[config.mk]
export PLATFORM = sky130hd
export DESIGN_NAME = gdp_config
export DESIGN_NICKNAME = d
export VERILOG_FILES = /design/src/hdl/gdp_pkg.sv /design/src/hdl/gdp_config.sv
export SDC_FILE = /design/constraint.sdc
export NUM_CORES = 1
export LEC_CHECK = 0
export BUFFER_PORTS_ARGS = -buffer_cell sky130_fd_sc_hd__buf_2
export CORE_AREA = 8 8 105 107
export DETAILED_ROUTE_END_ITERATION = 10
export DIE_AREA = 0 0 113 115
export GPL_TIMING_DRIVEN = 1
export PLACE_DENSITY = 0.64
export REMOVE_ABC_BUFFERS = 1
export SLEW_MARGIN = 20
export SYNTH_ARGS = -nofsm -noshare
export SYNTH_HDL_FRONTEND = slang
export SYNTH_SLANG_ARGS = --single-unit
[constraint.sdc]
create_clock -name clk -period 3.4 [get_ports clk]
set_clock_uncertainty 0.1 [all_clocks]
set_input_delay 0.68 -clock clk [delete_from_list [all_inputs] [get_ports clk]]
set_output_delay 0.68 -clock clk [all_outputs]
set_load 0.02 [all_outputs]
[src/hdl/gdp_pkg.sv]
// package for the gate drive protection configuration bank
// assumes one 20 MHz clock and an active-low asynchronous reset
package gdp_pkg;
  localparam int unsigned   GDP_CLK_HZ      = 20_000_000;
  localparam logic [3:0]    GDP_ADDR_LS     = 4'h4;
  localparam logic [3:0]    GDP_ADDR_OC     = 4'h5;
  localparam logic [3:0]    GDP_ADDR_SA     = 4'h6;
  localparam logic [10:0]   GDP_RST_LS      = 11'h777;
  localparam logic [10:0]   GDP_RST_OC      = 11'h145;
  localparam logic [10:0]   GDP_RST_SA      = 11'h283;
  localparam logic [10:0]   GDP_RSVD_LS     = 11'h088;
  localparam logic [10:0]   GDP_RSVD_OC     = 11'h018;
  localparam logic [10:0]   GDP_RSVD_SA     = 11'h404;
  localparam logic [2:0]    GDP_LOCK_CODE   = 3'h6;
  localparam logic [2:0]    GDP_UNLOCK_CODE = 3'h3;
  // field positions
  localparam int unsigned   GDP_CBC_BIT     = 10;
  localparam int unsigned   GDP_TDRV_LSB    = 8;
  localparam int unsigned   GDP_SRC_LSB     = 4;
  localparam int unsigned   GDP_SNK_LSB     = 0;
  localparam int unsigned   GDP_RETRY_BIT   = 10;
  localparam int unsigned   GDP_DEAD_LSB    = 8;
  localparam int unsigned   GDP_MODE_LSB    = 6;
  localparam int unsigned   GDP_SCOPE_BIT   = 5;
  localparam int unsigned   GDP_VDS_LSB     = 0;
  localparam int unsigned   GDP_VDIV_BIT    = 9;
  localparam int unsigned   GDP_LSREF_BIT   = 8;
  localparam int unsigned   GDP_GAIN_LSB    = 6;
  localparam int unsigned   GDP_DSEN_BIT    = 5;
  localparam int unsigned   GDP_CAL_BIT     = 4;
  localparam int unsigned   GDP_ACAL_BIT    = 3;
  localparam int unsigned   GDP_SLVL_LSB    = 0;
  // times in their own units and the derived cycle counts
  localparam int unsigned   GDP_RETRY_LONG_US  = 4000;
  localparam int unsigned   GDP_RETRY_SHORT_US = 50;
  localparam int unsigned   GDP_RETRY_LONG_CYC  = GDP_RETRY_LONG_US * (GDP_CLK_HZ / 1_000_000);
  localparam int unsigned   GDP_RETRY_SHORT_CYC = GDP_RETRY_SHORT_US * (GDP_CLK_HZ / 1_000_000);
  localparam int unsigned   GDP_PEAK_BASE_NS = 500;
  localparam int unsigned   GDP_DEAD_BASE_NS = 50;
  localparam int unsigned   GDP_CLK_NS       = 1_000_000_000 / GDP_CLK_HZ;
  localparam int unsigned   GDP_PEAK_BASE_CYC = (GDP_PEAK_BASE_NS + GDP_CLK_NS - 1) / GDP_CLK_NS;
  localparam int unsigned   GDP_DEAD_BASE_CYC = (GDP_DEAD_BASE_NS + GDP_CLK_NS - 1) / GDP_CLK_NS;
  typedef enum logic [1:0] {
    GDP_OC_LATCH  = 2'h0,
    GDP_OC_RETRY  = 2'h1,
    GDP_OC_REPORT = 2'h2,
    GDP_OC_IGNORE = 2'h3
  } gdp_oc_mode_t;
  typedef enum logic [2:0] {
    GDP_ST_RUN   = 3'b001,
    GDP_ST_FAULT = 3'b010,
    GDP_ST_WAIT  = 3'b100
  } gdp_state_t;
endpackage

[src/hdl/gdp_config.sv]
// configuration bank for low-side drive, overcurrent handling and shunt amplifier
// assumes a register port with address, write strobe, write data and read data,
// overcurrent detector flags per half-bridge and a pwm input pulse, all synchronous
// read data is registered, so it lags the address by one edge
`timescale 1ns/1ps
// What this block does
// - cycle clear drops retry faults on pwm
// - peak drive time 500 to 4000 ns
// - low-side source current code, reset 111
// - low-side sink current code, reset 111
// - retry wait 4 ms or 50 us
// - dead time 50 to 400 ns
// - mode 00 latches overcurrent fault
// - mode 01 retries automatically, reset value
// - mode 10 reports only, no shutdown
// - mode 11 neither reports nor acts
// - scope bit: all bridges or affected one
// - trip level code, 111 disables monitoring
// - reference divide bit, reset half reference
// - low-side measure point selection
// - amplifier gain 5 to 40, reset 20
// - shunt fault disable suppresses shunt faults
// - calibration bit enables calibration function
// - auto calibration bit starts offset calibration
// - shunt trip level code, reset 11
// - lock 110 blocks writes, 011 unlocks
module gdp_config
  import gdp_pkg::*;
(
  input  wire logic        clk,
  input  wire logic        rst_b,
  // register port
  input  wire logic [3:0]  reg_addr,
  input  wire logic        reg_wr,
  input  wire logic [10:0] reg_wdata,
  output logic      [10:0] reg_rdata,
  // lock code riding on each write
  input  wire logic [2:0]  lock_field,
  // fault inputs
  input  wire logic        clear_fault,
  input  wire logic        pwm_input,
  input  wire logic [2:0]  drain_source_overcurrent,
  input  wire logic [2:0]  shunt_overcurrent,
  // fault outputs
  output logic      [2:0]  bridge_shutdown,
  output logic             fault_report,
  // drive and amplifier settings
  output logic      [2:0]  low_side_source_current,
  output logic      [2:0]  low_side_sink_current,
  output logic      [15:0] peak_drive_cycles,
  output logic      [15:0] dead_time_cycles,
  output logic      [2:0]  drain_source_trip_level,
  output logic             drain_source_monitor_en,
  output logic             ref_half,
  output logic             low_side_measure_point,
  output logic      [1:0]  amplifier_gain,
  output logic             shunt_cal_en,
  output logic             auto_cal_start,
  output logic      [1:0]  shunt_trip_level
);
  import gdp_pkg::*;

  // register words, reserved bits kept with the fields
  logic [10:0]   ls_q, ls_d;
  logic [10:0]   oc_q, oc_d;
  logic [10:0]   sa_q, sa_d;
  logic [10:0]   rdata_q, rdata_d;

  // lock and the one-cycle calibration start
  logic          locked_q, locked_d;
  logic          acal_q, acal_d;

  // fault state, bridges hit since the fault began, retry countdown
  gdp_state_t    st_q, st_d;
  logic [2:0]    hit_q, hit_d;
  logic [16:0]   cnt_q, cnt_d;

  // overcurrent flags after the monitor enable and the shunt fault disable
  logic [2:0]    ov;
  gdp_oc_mode_t  mode;
  logic          any_ov;

  function automatic logic [15:0] scale(input int unsigned base, input logic [1:0] code);
    scale = 16'(base << code);
  endfunction

  // field pickers, so every multi-bit field of every register is cut the same way
  function automatic logic [2:0] field3(input logic [10:0] word, input int unsigned lsb);
    field3 = word[lsb +: 3];
  endfunction

  function automatic logic [1:0] field2(input logic [10:0] word, input int unsigned lsb);
    field2 = word[lsb +: 2];
  endfunction

  // an overcurrent flag only counts while its detector is enabled
  function automatic logic [2:0] mask_flags(input logic [2:0] flags, input logic en);
    mask_flags = flags & {3{en}};
  endfunction

  // the lock code travels with every write strobe, whatever the address,
  // so a host can lock or unlock while it writes any register
  function automatic logic lock_request(input logic [2:0] code);
    lock_request = (code == GDP_LOCK_CODE);
  endfunction

  function automatic logic unlock_request(input logic [2:0] code);
    unlock_request = (code == GDP_UNLOCK_CODE);
  endfunction

  // only latching and retrying modes take the bridges out of run;
  // report-only and ignore modes leave the state machine alone
  function automatic logic mode_acts(input gdp_oc_mode_t m);
    mode_acts = (m == GDP_OC_LATCH) || (m == GDP_OC_RETRY);
  endfunction

  // wait loaded when a retrying fault starts; the long wait needs all 17 counter bits
  function automatic logic [16:0] retry_load(input logic short_wait);
    if (short_wait) begin
      retry_load = 17'(GDP_RETRY_SHORT_CYC);
    end else begin
      retry_load = 17'(GDP_RETRY_LONG_CYC);
    end
  endfunction

  // read mux; unmapped addresses read as zero rather than aliasing a register,
  // so a host probing the map sees only the three words
  function automatic logic [10:0] read_word(input logic [3:0]  addr,
                                            input logic [10:0] ls,
                                            input logic [10:0] oc,
                                            input logic [10:0] sa);
    unique case (addr)
      GDP_ADDR_LS: read_word = ls;
      GDP_ADDR_OC: read_word = oc;
      GDP_ADDR_SA: read_word = sa;
      default:     read_word = 11'h000;
    endcase
  endfunction

  // lock, reserved-bit storage and register writes
  // a locking write still lands, because the lock only takes effect on the next edge;
  // an unlocking write is itself still refused, so the host must write again after it
  // reserved bits are stored and read back like any other bit, they only never reach a configuration output
  always_comb begin
    ls_d     = ls_q;
    oc_d     = oc_q;
    sa_d     = sa_q;
    locked_d = locked_q;
    // calibration start is a pulse, dropped again on the edge after the write
    acal_d   = 1'b0;
    if (reg_wr) begin
      if (!locked_q && lock_request(lock_field)) begin
        locked_d = 1'b1;
      end else if (locked_q && unlock_request(lock_field)) begin
        locked_d = 1'b0;
      end
      if (!locked_q) begin
        // the whole word lands, reserved bits included
        unique case (reg_addr)
          GDP_ADDR_LS: ls_d = reg_wdata;
          GDP_ADDR_OC: oc_d = reg_wdata;
          GDP_ADDR_SA: begin
            sa_d   = reg_wdata;
            acal_d = reg_wdata[GDP_ACAL_BIT];
          end
          // unmapped addresses fall through and change nothing
          default: ;
        endcase
      end
    end
  end

  // reset values put every reserved bit at zero
  always_ff @(posedge clk or negedge rst_b) begin
    if (!rst_b) begin
      ls_q     <= GDP_RST_LS;
      oc_q     <= GDP_RST_OC;
      sa_q     <= GDP_RST_SA;
      locked_q <= 1'b0;
      acal_q   <= 1'b0;
    end else begin
      ls_q     <= ls_d;
      oc_q     <= oc_d;
      sa_q     <= sa_d;
      locked_q <= locked_d;
      acal_q   <= acal_d;
    end
  end

  // read data is registered: it follows the address one edge later, which the
  // host must allow for; the trade buys a clean flop output on the read bus
  always_comb begin
    rdata_d = read_word(reg_addr, ls_q, oc_q, sa_q);
  end

  always_ff @(posedge clk or negedge rst_b) begin
    if (!rst_b) begin
      rdata_q <= 11'h000;
    end else begin
      rdata_q <= rdata_d;
    end
  end

  assign reg_rdata = rdata_q;

  // configuration outputs: every field but the calibration start, the monitor enable and the two cycle counts is a plain slice of its register flops,
  // so a field changes on the edge after the write that carries it;
  // the cycle counts are decoded from flops and only move with a register write

  // low-side source current code; the two lowest codes give the same current
  assign low_side_source_current = field3(ls_q, GDP_SRC_LSB);

  // low-side sink current code; same step pattern as the source side
  assign low_side_sink_current = field3(ls_q, GDP_SNK_LSB);

  // peak drive time in clock cycles, doubling with each code step;
  // the base is rounded up so a slower clock never shortens the drive
  assign peak_drive_cycles = scale(GDP_PEAK_BASE_CYC, field2(ls_q, GDP_TDRV_LSB));

  // dead time in clock cycles; at this clock the shortest step is one cycle,
  // so finer steps would need a faster clock
  assign dead_time_cycles = scale(GDP_DEAD_BASE_CYC, field2(oc_q, GDP_DEAD_LSB));

  // drain-source trip level; the top code turns the monitor off instead
  assign drain_source_trip_level = field3(oc_q, GDP_VDS_LSB);
  assign drain_source_monitor_en = (field3(oc_q, GDP_VDS_LSB) != 3'h7);

  // amplifier reference: high selects half the reference for two-way sensing
  assign ref_half = sa_q[GDP_VDIV_BIT];

  // low-side drain-source measurement to the negative shunt pin when high
  assign low_side_measure_point = sa_q[GDP_LSREF_BIT];

  // amplifier gain code, doubling the gain with each step
  assign amplifier_gain = field2(sa_q, GDP_GAIN_LSB);

  // calibration function enable follows the stored bit level
  assign shunt_cal_en = sa_q[GDP_CAL_BIT];

  // offset calibration start is a pulse, not the stored level, so a second
  // calibration needs a second write
  assign auto_cal_start = acal_q;

  // shunt trip level code
  assign shunt_trip_level = field2(sa_q, GDP_SLVL_LSB);

  // overcurrent handling
  always_comb begin
    mode = gdp_oc_mode_t'(field2(oc_q, GDP_MODE_LSB));
    // a disabled detector is masked here, ahead of every mode, so it neither
    // reports nor shuts down whatever the mode
    ov   = mask_flags(drain_source_overcurrent, drain_source_monitor_en)
         | mask_flags(shunt_overcurrent, ~sa_q[GDP_DSEN_BIT]);
    any_ov = |ov;
  end

  // fault state machine
  // run:   bridges on; a latching or retrying overcurrent leaves run on the next edge
  // fault: latched; the tripped bridges collect further hits until a clear
  // wait:  retry countdown; ends on timeout, on a clear, or with cycle clear on a pwm input
  // the hit set only grows while out of run, so a second bridge tripping during a
  // retry is shut down as well when the scope is per bridge
  // a pwm input outside retry mode does nothing, a latched fault needs a clear
  // the counter is reloaded on every entry to wait, so a stale count never carries over

  always_comb begin
    st_d  = st_q;
    hit_d = hit_q;
    cnt_d = cnt_q;
    unique case (st_q)
      GDP_ST_RUN: begin
        // report-only and ignore modes never leave run
        if (any_ov && mode_acts(mode)) begin
          hit_d = ov;
          if (mode == GDP_OC_LATCH) begin
            st_d = GDP_ST_FAULT;
          end else begin
            st_d = GDP_ST_WAIT;
          end
          cnt_d = retry_load(oc_q[GDP_RETRY_BIT]);
        end
      end
      GDP_ST_FAULT: begin
        hit_d = hit_q | ov;
        // a live overcurrent in the clearing cycle wins over the clear
        if (clear_fault && !any_ov) begin
          st_d  = GDP_ST_RUN;
          hit_d = 3'h0;
        end
      end
      GDP_ST_WAIT: begin
        hit_d = hit_q | ov;
        // the counter holds at zero once run out, so the exit below always fires
        if (cnt_q != 17'h0) begin
          cnt_d = cnt_q - 17'h1;
        end
        // retry ends on timeout, on a clear or, with cycle clear, on a pwm input
        if (cnt_q == 17'h0 || clear_fault ||
            (ls_q[GDP_CBC_BIT] && pwm_input)) begin
          st_d  = GDP_ST_RUN;
          hit_d = 3'h0;
        end
      end
      default: begin
        // an illegal state code falls back to run with no bridges held
        st_d  = GDP_ST_RUN;
        hit_d = 3'h0;
      end
    endcase
  end

  // reset returns to run with no bridges held and no wait pending
  always_ff @(posedge clk or negedge rst_b) begin
    if (!rst_b) begin
      st_q  <= GDP_ST_RUN;
      hit_q <= 3'h0;
      cnt_q <= 17'h0;
    end else begin
      st_q  <= st_d;
      hit_q <= hit_d;
      cnt_q <= cnt_d;
    end
  end

  // shutdown scope: all bridges or just the tripped ones;
  // per-bridge scope keeps the healthy bridges switching through a retry
  always_comb begin
    if (st_q == GDP_ST_RUN) begin
      bridge_shutdown = 3'h0;
    end else begin
      bridge_shutdown = oc_q[GDP_SCOPE_BIT] ? hit_q : 3'h7;
    end
  end

  // report line: any state out of run, or a live overcurrent in report-only mode;
  // ignore mode and disabled detectors never raise it
  always_comb begin
    fault_report = (st_q != GDP_ST_RUN) ||
                   (any_ov && mode == GDP_OC_REPORT);
  end
endmodule

# --- Yosys cells after proc, flatten, opt, wreduce, memory -nomap -nowiden ---
# Index checks and enable logic that the tools add are counted.
op_classes:
  bitwise_logic: 6
  n_shift: 2
  reduce_logical: 24
  n_addsub: 1
  n_mux: 21
  n_eq_ne: 16
op_table:
  columns: ["cell", "count"]
  rows:
  - ["2-to-1 mux 17 bit", 3]
  - ["case mux 17 bit (2 select lines)", 1]
  - ["case mux 11 bit (3 select lines)", 1]
  - ["2-to-1 mux 3 bit", 9]
  - ["case mux 3 bit (3 select lines)", 2]
  - ["logical NOT 17 bit", 1]
  - ["nonzero test 17 bit", 1]
  - ["subtractor 17 x 1 -> 17 bit, second input constant", 1]
  - ["<< shifter 1 x 2 -> 16 bit, first input constant", 1]
  - ["<< shifter 4 x 2 -> 16 bit, first input constant", 1]
  - ["AND reduction 3 bit", 5]
  - ["equality test 4 x 3 -> 1 bit, second input constant", 3]
  - ["inequality test 2 bit, second input constant", 4]
  - ["bitwise AND 3 bit", 2]
  - ["equality test 3 x 2 -> 1 bit, second input constant", 2]
  - ["equality test 3 bit, second input constant", 2]
  - ["logical AND 1 bit", 6]
  - ["bitwise OR 3 bit", 2]
  - ["2-to-1 mux 1 bit", 5]
  - ["logical OR 1 bit", 4]
  - ["nonzero test 2 bit", 2]
  - ["equality test 3 x 1 -> 1 bit, second input constant", 1]
  - ["inequality test 3 x 1 -> 1 bit, second input constant", 1]
  - ["inequality test 3 bit, second input constant", 1]
  - ["7 further kinds", 9]
totals:
  elab_cells: 79
  ff_bits: 69
  input_bits: 29

# --- Longest topological paths before layout ---
# Gate-level depths: netlist of the first run.
logic_depth:
  ltp_word: 8
  ltp_mapped: 9
  mapped_depth_nobuf: 7

# --- Worst setup path before layout of the first run ---
# No wires, ideal clock.
synth_timing:
  path_type: "reg-to-reg"
  from: "reg cnt_q[14]"
  to: "reg cnt_q[0]"
  setup_slack_ns: 0.836
  stages_incl_launch_ff: 9
  setup_ns: 0.073
  required_time_ns: 3.227
  arrival_time_ns: 2.391
  cell_sequence: "dfrtp_1 -> or4_4 -> buf_6 -> or4_4 -> or3_1 -> buf_6 -> and2_4 -> buf_6 -> a21oi_2"
synth_between:
  elab_chain_cells: 3
synth_rtl:
  columns: ["item", "line_no", "text"]
  rows:
  - ["start, declared", "gdp_config.sv:76", "logic [16:0] cnt_q, cnt_d;"]
  - ["start signal, assigned", "gdp_config.sv:321", "cnt_q <= cnt_d;"]
  - ["nonzero test 17 bit", "gdp_config.sv:294", "if (cnt_q != 17'h0) begin"]
  - ["inequality test 2 bit (no source line)", null, null]
  - ["AND reduction 3 bit (no source line)", null, null]
# Every way passes these cells.
# A chain may end at the register's enable or synchronous reset.

# --- Final worst setup path of the first run ---
layout_timing:
  from: "reg cnt_q[0]"
  to: "reg cnt_q[1]"
layout_between:
  elab_chain_cells: 3
layout_rtl:
  columns: ["item", "line_no"]
  rows:
  - ["subtractor 17 x 1 -> 17 bit / nonzero test 17 bit (equally long branches)", "gdp_config.sv:295, gdp_config.sv:294"]
  - ["2-to-1 mux 17 bit / inequality test 2 bit (equally long branches)", null]
  - ["case mux 17 bit (2 select lines) / AND reduction 3 bit (equally long branches)", null]
# Several ways; a longest one is shown, not always the timed one. The select of a mux whose other input is x is not followed.

==> results of run 1 <==
-- power by group --
part / total [mW] / internal (mW) / switching, mW
clock network: 0.678 / 0.345 / 0.333
registers: 1.23 / 1.03 / 0.198
logic: 0.922 / 0.361 / 0.561
-- per-stage QoR --
stage          cell area (µm²)   util  power [mW]  setup WS, ps
5_1_grt                   4120  0.435        3.01           484
3_5_place_dp              3920  0.414        2.15           695
3_3_place_gp              3920  0.414        2.13           759
4_1_cts                   4120  0.435        2.84           653
2_1_floorplan             3350      -        1.85           562
6_report                  4120  0.435        2.83           642
-- area by class of cell --
class                           instances  area, µm²
Multi-Input combinational cell        228       1540
Clock inverter                          6       72.6
Inverter                               20       75.1
Sequential cell                        69       1750
Fill cell                             899       5340
Tap cell                              114        143
Clock buffer                           10        128
Timing Repair Buffer                   76        405
-- layer usage --
layer  global-route usage  up-vias  share of wire  routed length, µm
li1                     -     1316              -                  -
met4               0.0675        0          0.016                144
met5                    0        -              0                  0
met2                0.211      117           0.46               4000
met3               0.0467       15          0.079                694
met1                0.171     1387           0.45               3930
-- final timing paths --
| check | startpoint | endpoint | depth (start not counted) |
|---|---|---|---|
| setup / recovery | cnt_q[0] | cnt_q[1] | 7 |
| hold / removal | rst_b | cnt_q[6] | 1 |
| setup reg to reg | cnt_q[0] | cnt_q[1] | 7 |
| hold reg to reg | sa_q[2] | reg_rdata[2] | 2 |
| max in group asynchronous | rst_b | ls_q[6] | 2 |
| min in group clk | sa_q[2] | reg_rdata[2] | 2 |
-- synthesized netlist by cell type (all sizes together) --
cell type,number,area share
a21oi,23,0.034
dfrtp,51,0.35
o2bb2ai,3,0.0073
nand3,4,0.0055
o41ai,1,0.0024
or4b,1,0.0028
o22ai,2,0.0035
conb,1,0.0010
nor3b,3,0.0062
nor4,4,0.0069
nand3b,2,0.0042
xnor2,1,0.0024
a2bb2oi,1,0.0024
dfstp,18,0.13
nor2b,4,0.0069
or3b,1,0.0024
nand2,19,0.020
a222oi,11,0.030
nor4b,1,0.0024
a22oi,3,0.0062
or4,3,0.0083
and2,6,0.011
a31oi,10,0.017
and3,2,0.0035
or3,3,0.0052
a41o,2,0.0055
a221oi,1,0.0024
o21ai,12,0.017
clkbuf,11,0.011
nor4bb,2,0.0055
a31o,6,0.015
mux2,32,0.10
inv,20,0.021
nand4,1,0.0017
nor3,6,0.0083
o21a,2,0.0042
o31ai,1,0.0021
o22a,3,0.0073
buf,39,0.084
a21o,4,0.0083
ha,2,0.0069
nor2,24,0.025
-- logic make-up (layout without fill, tap and decap cells) --
group / count (synthesis) / count (layout)
AO/OA/AOI/OAI: 85 / 85
XOR/XNOR: 1 / 1
adder cells (fa/ha/maj): 2 / 2
buffers and inverters: 70 / 112
flip-flops: 69 / 69
multiplexers: 32 / 32
other: 1 / 22
AND/OR/NAND/NOR: 86 / 86
-- layout by cell type (no fill, tap or decap), types with 6 or more instances in the layout --
master    count
buf_2        71
a31o_2        6
nor2_1       24
clkbuf_8      9
o21ai_0      12
a21oi_1      21
mux2_2       32
conb_1       22
nand2_1      19
dfrtp_1      51
dfstp_2      18
a222oi_1     11
inv_1        20
a31oi_1      10
nor3_1        6
-- flip-flops by register name, indices dropped and copies added, names as in the netlist --
signal and cells:
locked_q 1, sa_q 11, oc_q 11, ls_q 11, auto_cal_start 1, reg_rdata 11
st_q 3, hit_q 3, cnt_q 17
==> results.py, run 1 <==
metrics = {
    "power": {
        "ir_drop_mv": 0.396,
        "p_leak_nw": 2.02,
        "power_density_mw_per_mm2": 687,
    },
    "die": {
        "num_rows": 36,
        "core-area_mm2": 0.00946,
        "die_w_um": 113,
        "dieArea_mm2": 0.0130,
        "start_util": 0.382,
        "die_y_um": 115,
        "ios": 94,
    },
    "yosys": {
        "synth_xor_area_frac": 0.00242,
        "syn_area_mm2": 0.00362,
        "synth_seq_area_share": 0.484,
        "syn_inst": 346,
        "synthSimpleGateAreaFrac": 0.126,
        "synth_compound_area_frac": 0.164,
        "synthAdderAreaFrac": 0.00692,
        "synth_top_family_by_area": "compound AO/OA/AOI/OAI gates",
        "synth.mux.area_fraction": 0.0997,
        "synth_cell_types": 47,
        "synth_area_per_cell_um2": 10.5,
        "synth-seq-cells": 69,
        "synth_warnings": 0,
    },
    "clock_tree": {
        "cts_buffer_depth": 2,
        "postCtsHoldBufs": 0,
        "cts.repair.resized": 0,
        "root_buffer": "clkbuf_8",
        "cts.sinks": 69,
        "postCtsSetupBuffers": 0,
        "htree_levels": 3,
        "clk_latency_ps": 350,
        "clk_pin_slew_ps": 80,
        "cts_inserted_buffers": 9,
        "cts_tree": "done",
    },
    "timing": {
        "slew_headroom": 0.487,
        "max_freq_ghz": 0.363,
        "final.min_clock_period_ps": 2760,
        "finalMaxSlewViolations": 0,
        "hold_violations": 0,
        "tightest_slew_ps": 768,
        "fin_hold_ws_ps": 274,
        "final.period_utilization": 0.811,
        "rsz0062_at_grt": "no",
        "finalSetupTns_ps": 0,
        "finalSetupViolCount": 0,
    },
    "setup_path": {
        "crit_path_top_delay_cell": "or3_1",
        "crit_arrival_ps": 2930,
        "critPathBufInv": 1,
        "crit_chain": "inv_1 > ha_1 > or4b_1 > or4_4 > or3_1 > and2_4 > o21ai_0",
        "critPathTopFamily": "simple AND/OR/NAND/NOR gates",
        "crit_required_ps": 3570,
        "critical_path_class": "flip-flop to flip-flop",
        "r2r_setup_slack_ps": 640,
        "cp-end-kind": "flip-flop",
        "crit_fanout": 13,
        "max_stage_delay_ps": 530,
        "startpoint_type": "flip-flop",
    },
    "detailed_routing": {
        "firstDrtPassIters": 5,
        "wire_per_inst_um": 16.8,
        "ant_nets": 0,
        "drtIter0Drc": 181,
        "route.detailed.drc": 0,
        "drt-total-wl_um": 8770,
        "vias": 2835,
        "vias_per_cell": 5.42,
    },
    "global_route": {
        "grt_pass1_vias": 2959,
        "grt_usage": 0.138,
        "grt_max_degree": 40,
        "grt_overflow_total": 0,
        "antenna_found_initial": 0,
        "grt_pass1_wl_um": 14400,
    },
    "layout": {
        "final_cells": 523,
        "nets": 435,
        "antenna_cells": 0,
        "drive_above_1_share": 0.381,
        "syn_to_final_growth_pct": 13.8,
    },
    "outcome": {
        "status": "completed",
    },
    "placed_design": {
        "dp_cells": 507,
        "port_buffers": 71,
        "place.gp.congestion": 0.839,
        "hpwl_um": 6350,
    },
    "worst_hold_path": {
        "hp-class": "primary input to asynchronous set/reset pin",
    },
    "run": {
        "maxCapViolations": 0,
    },
}
(Power assumes the default switching activity.)
==> run 2, diff against run 1 <==
Clock period 3.4 ns to 2.68 ns, I/O delays scaled along.
==> run 2 against run 1 <==
Effect of this change: sequential share of layout area is 0.70 points lower; first-iteration DRC count is 18% higher; cell area is 1.7% higher; maximum frequency is 7.3% higher; combinational power is 32% higher; clock-buffer cell count stayed put; highest routed layer unchanged.
==> results.py, run 2 (same netlist as run 1, synthesis figures left out) <==
metrics = {
    "power": {
        "p_leak_nw": 2.05,
        "ir_drop_mv": 0.460,
        "power_density_mw_per_mm2": 868,
        "power_mw": 3.63,
    },
    "global_route": {
        "antenna_found_initial": 0,
        "grt_pass1_vias": 2988,
        "grt_usage": 0.137,
        "grt_max_degree": 56,
        "grt_overflow_total": 0,
        "grt_pass1_wl_um": 14500,
    },
    "placed_design": {
        "port_buffers": 71,
        "place.gp.congestion": 0.837,
        "post-place-ws_ps": 99.8,
        "placed_area_mm2": 0.00397,
        "hpwl_um": 6460,
    },
    "die": {
        "die_y_um": 115,
        "die_w_um": 113,
        "ios": 94,
        "num_rows": 36,
        "core-area_mm2": 0.00946,
        "dieArea_mm2": 0.0130,
        "start_util": 0.382,
    },
    "clock_tree": {
        "cts.repair.resized": 0,
        "cts_inserted_buffers": 9,
        "cts.sinks": 69,
        "clk_latency_ps": 340,
        "clk_pin_slew_ps": 80,
        "cts_tree": "done",
        "cts_buffer_depth": 2,
        "root_buffer": "clkbuf_8",
        "htree_levels": 3,
    },
    "detailed_routing": {
        "ant_nets": 0,
        "vias_per_cell": 5.38,
        "wl_met3_um": 741,
        "dr_wl_met2_um": 4050,
        "drt-total-wl_um": 8850,
        "drtIter0Drc": 213,
        "wire_per_inst_um": 16.6,
        "wl_met1_um": 3910,
        "route.detailed.drc": 0,
        "firstDrtPassIters": 5,
        "maxUsedRoutingLayer": "met4",
        "vias": 2861,
    },
    "layout": {
        "final_common_cell": "buf_2",
        "nets": 444,
        "final_area_mm2": 0.00419,
        "antenna_cells": 0,
        "syn_to_final_growth_pct": 15.7,
        "n_fill_cell": 915,
        "largest_register_ffs": 17,
        "mostFrequentLayoutCells": "buf_2 (71), dfrtp_1 (51), mux2_2 (32), nor2_1 (24), conb_1 (22)",
        "regMostFlops": "cnt_q",
        "drive_above_1_share": 0.392,
    },
    "setup_path": {
        "critPathTopFamily": "simple AND/OR/NAND/NOR gates",
        "startpoint_type": "flip-flop",
        "reg2reg_depth": 8,
        "crit_path_top_delay_cell": "or4b_1",
        "crit_fanout": 6,
        "critical_path_class": "flip-flop to flip-flop",
        "critPathBufInv": 2,
        "max_stage_delay_ps": 450,
        "cp.depth": 8,
        "crit_arrival_ps": 2700,
        "crit_start": "cnt_q[1]",
        "crit_path_end": "cnt_q[8]",
        "r2r_setup_slack_ps": 110,
        "r2r-start": "cnt_q[1]",
        "r2r-end": "cnt_q[8]",
        "crit_required_ps": 2810,
        "crit_chain": "inv_1 > ha_1 > or4b_1 > or4_4 > or3_1 > buf_4 > a31oi_1 > a21oi_1",
        "cp-end-kind": "flip-flop",
    },
    "timing": {
        "fin_hold_ws_ps": 277,
        "finalSetupViolCount": 0,
        "rsz0062_at_grt": "no",
        "post-route-worst-setup-slack_ps": 108,
        "slew_headroom": 0.590,
        "final.period_utilization": 0.960,
        "finalMaxSlewViolations": 0,
        "final.min_clock_period_ps": 2570,
        "max_freq_ghz": 0.389,
        "hold_violations": 0,
        "tightest_slew_ps": 614,
    },
    "worst_hold_path": {
        "hp-class": "primary input to flip-flop",
        "whs_path_depth": 2,
    },
    "run": {
        "maxCapViolations": 0,
    },
    "outcome": {
        "status": "completed",
    },
}
## run 2: what timing repair did
| action | in CTS | in global routing |
|---|---|---|
| endpoints found under the setup margin | 0 | 12 |
| hold buffers | 1 | 0 |
| buffers inserted | 0 | 1 |
| hold endpoints to repair | 12 | 0 |
## run 2: stage by stage
| step | TNS [ps] | utilization | cells |
|---|---|---|---|
| floorplan | -28.7 | - | 317 |
| global placement | 0 | 0.420 | 514 |
| detailed placement | 0 | 0.420 | 514 |
| CTS | 0 | 0.442 | 531 |
| global route | 0 | 0.442 | 532 |
| finish | 0 | 0.442 | 532 |
## run 2: how the worst min path moves through the flow
stage / start / endpoint / slack [ps]
after floorplan: rst_b / auto_cal_start / 140
after global placement: rst_b / cnt_q[4] / 360
after detailed placement: rst_b / cnt_q[4] / 360
after CTS: lock_field[0] / locked_q / 270
after global routing: lock_field[0] / locked_q / 270
final: lock_field[0] / locked_q / 280
## run 2: layout make-up
class	instances	area, µm²	area share
Clock buffer	10	128	0.0305
Multi-Input combinational cell	228	1540	0.369
Clock inverter	6	71.3	0.0170
Timing Repair Buffer	85	475	0.114
Tap cell	114	143	0.0341
Inverter	20	75.1	0.0179
Sequential cell	69	1750	0.418
## run 2: where the power goes
part / total, mW / internal [mW] / switching, mW
logic: 1.22 / 0.506 / 0.715
clock network: 0.863 / 0.438 / 0.424
registers: 1.55 / 1.31 / 0.242
## run 2: layer usage
metal	GRT usage	up-vias
met5	0	-
met4	0.0524	0
met3	0.0473	14
met2	0.213	128
met1	0.172	1386
li1	-	1333
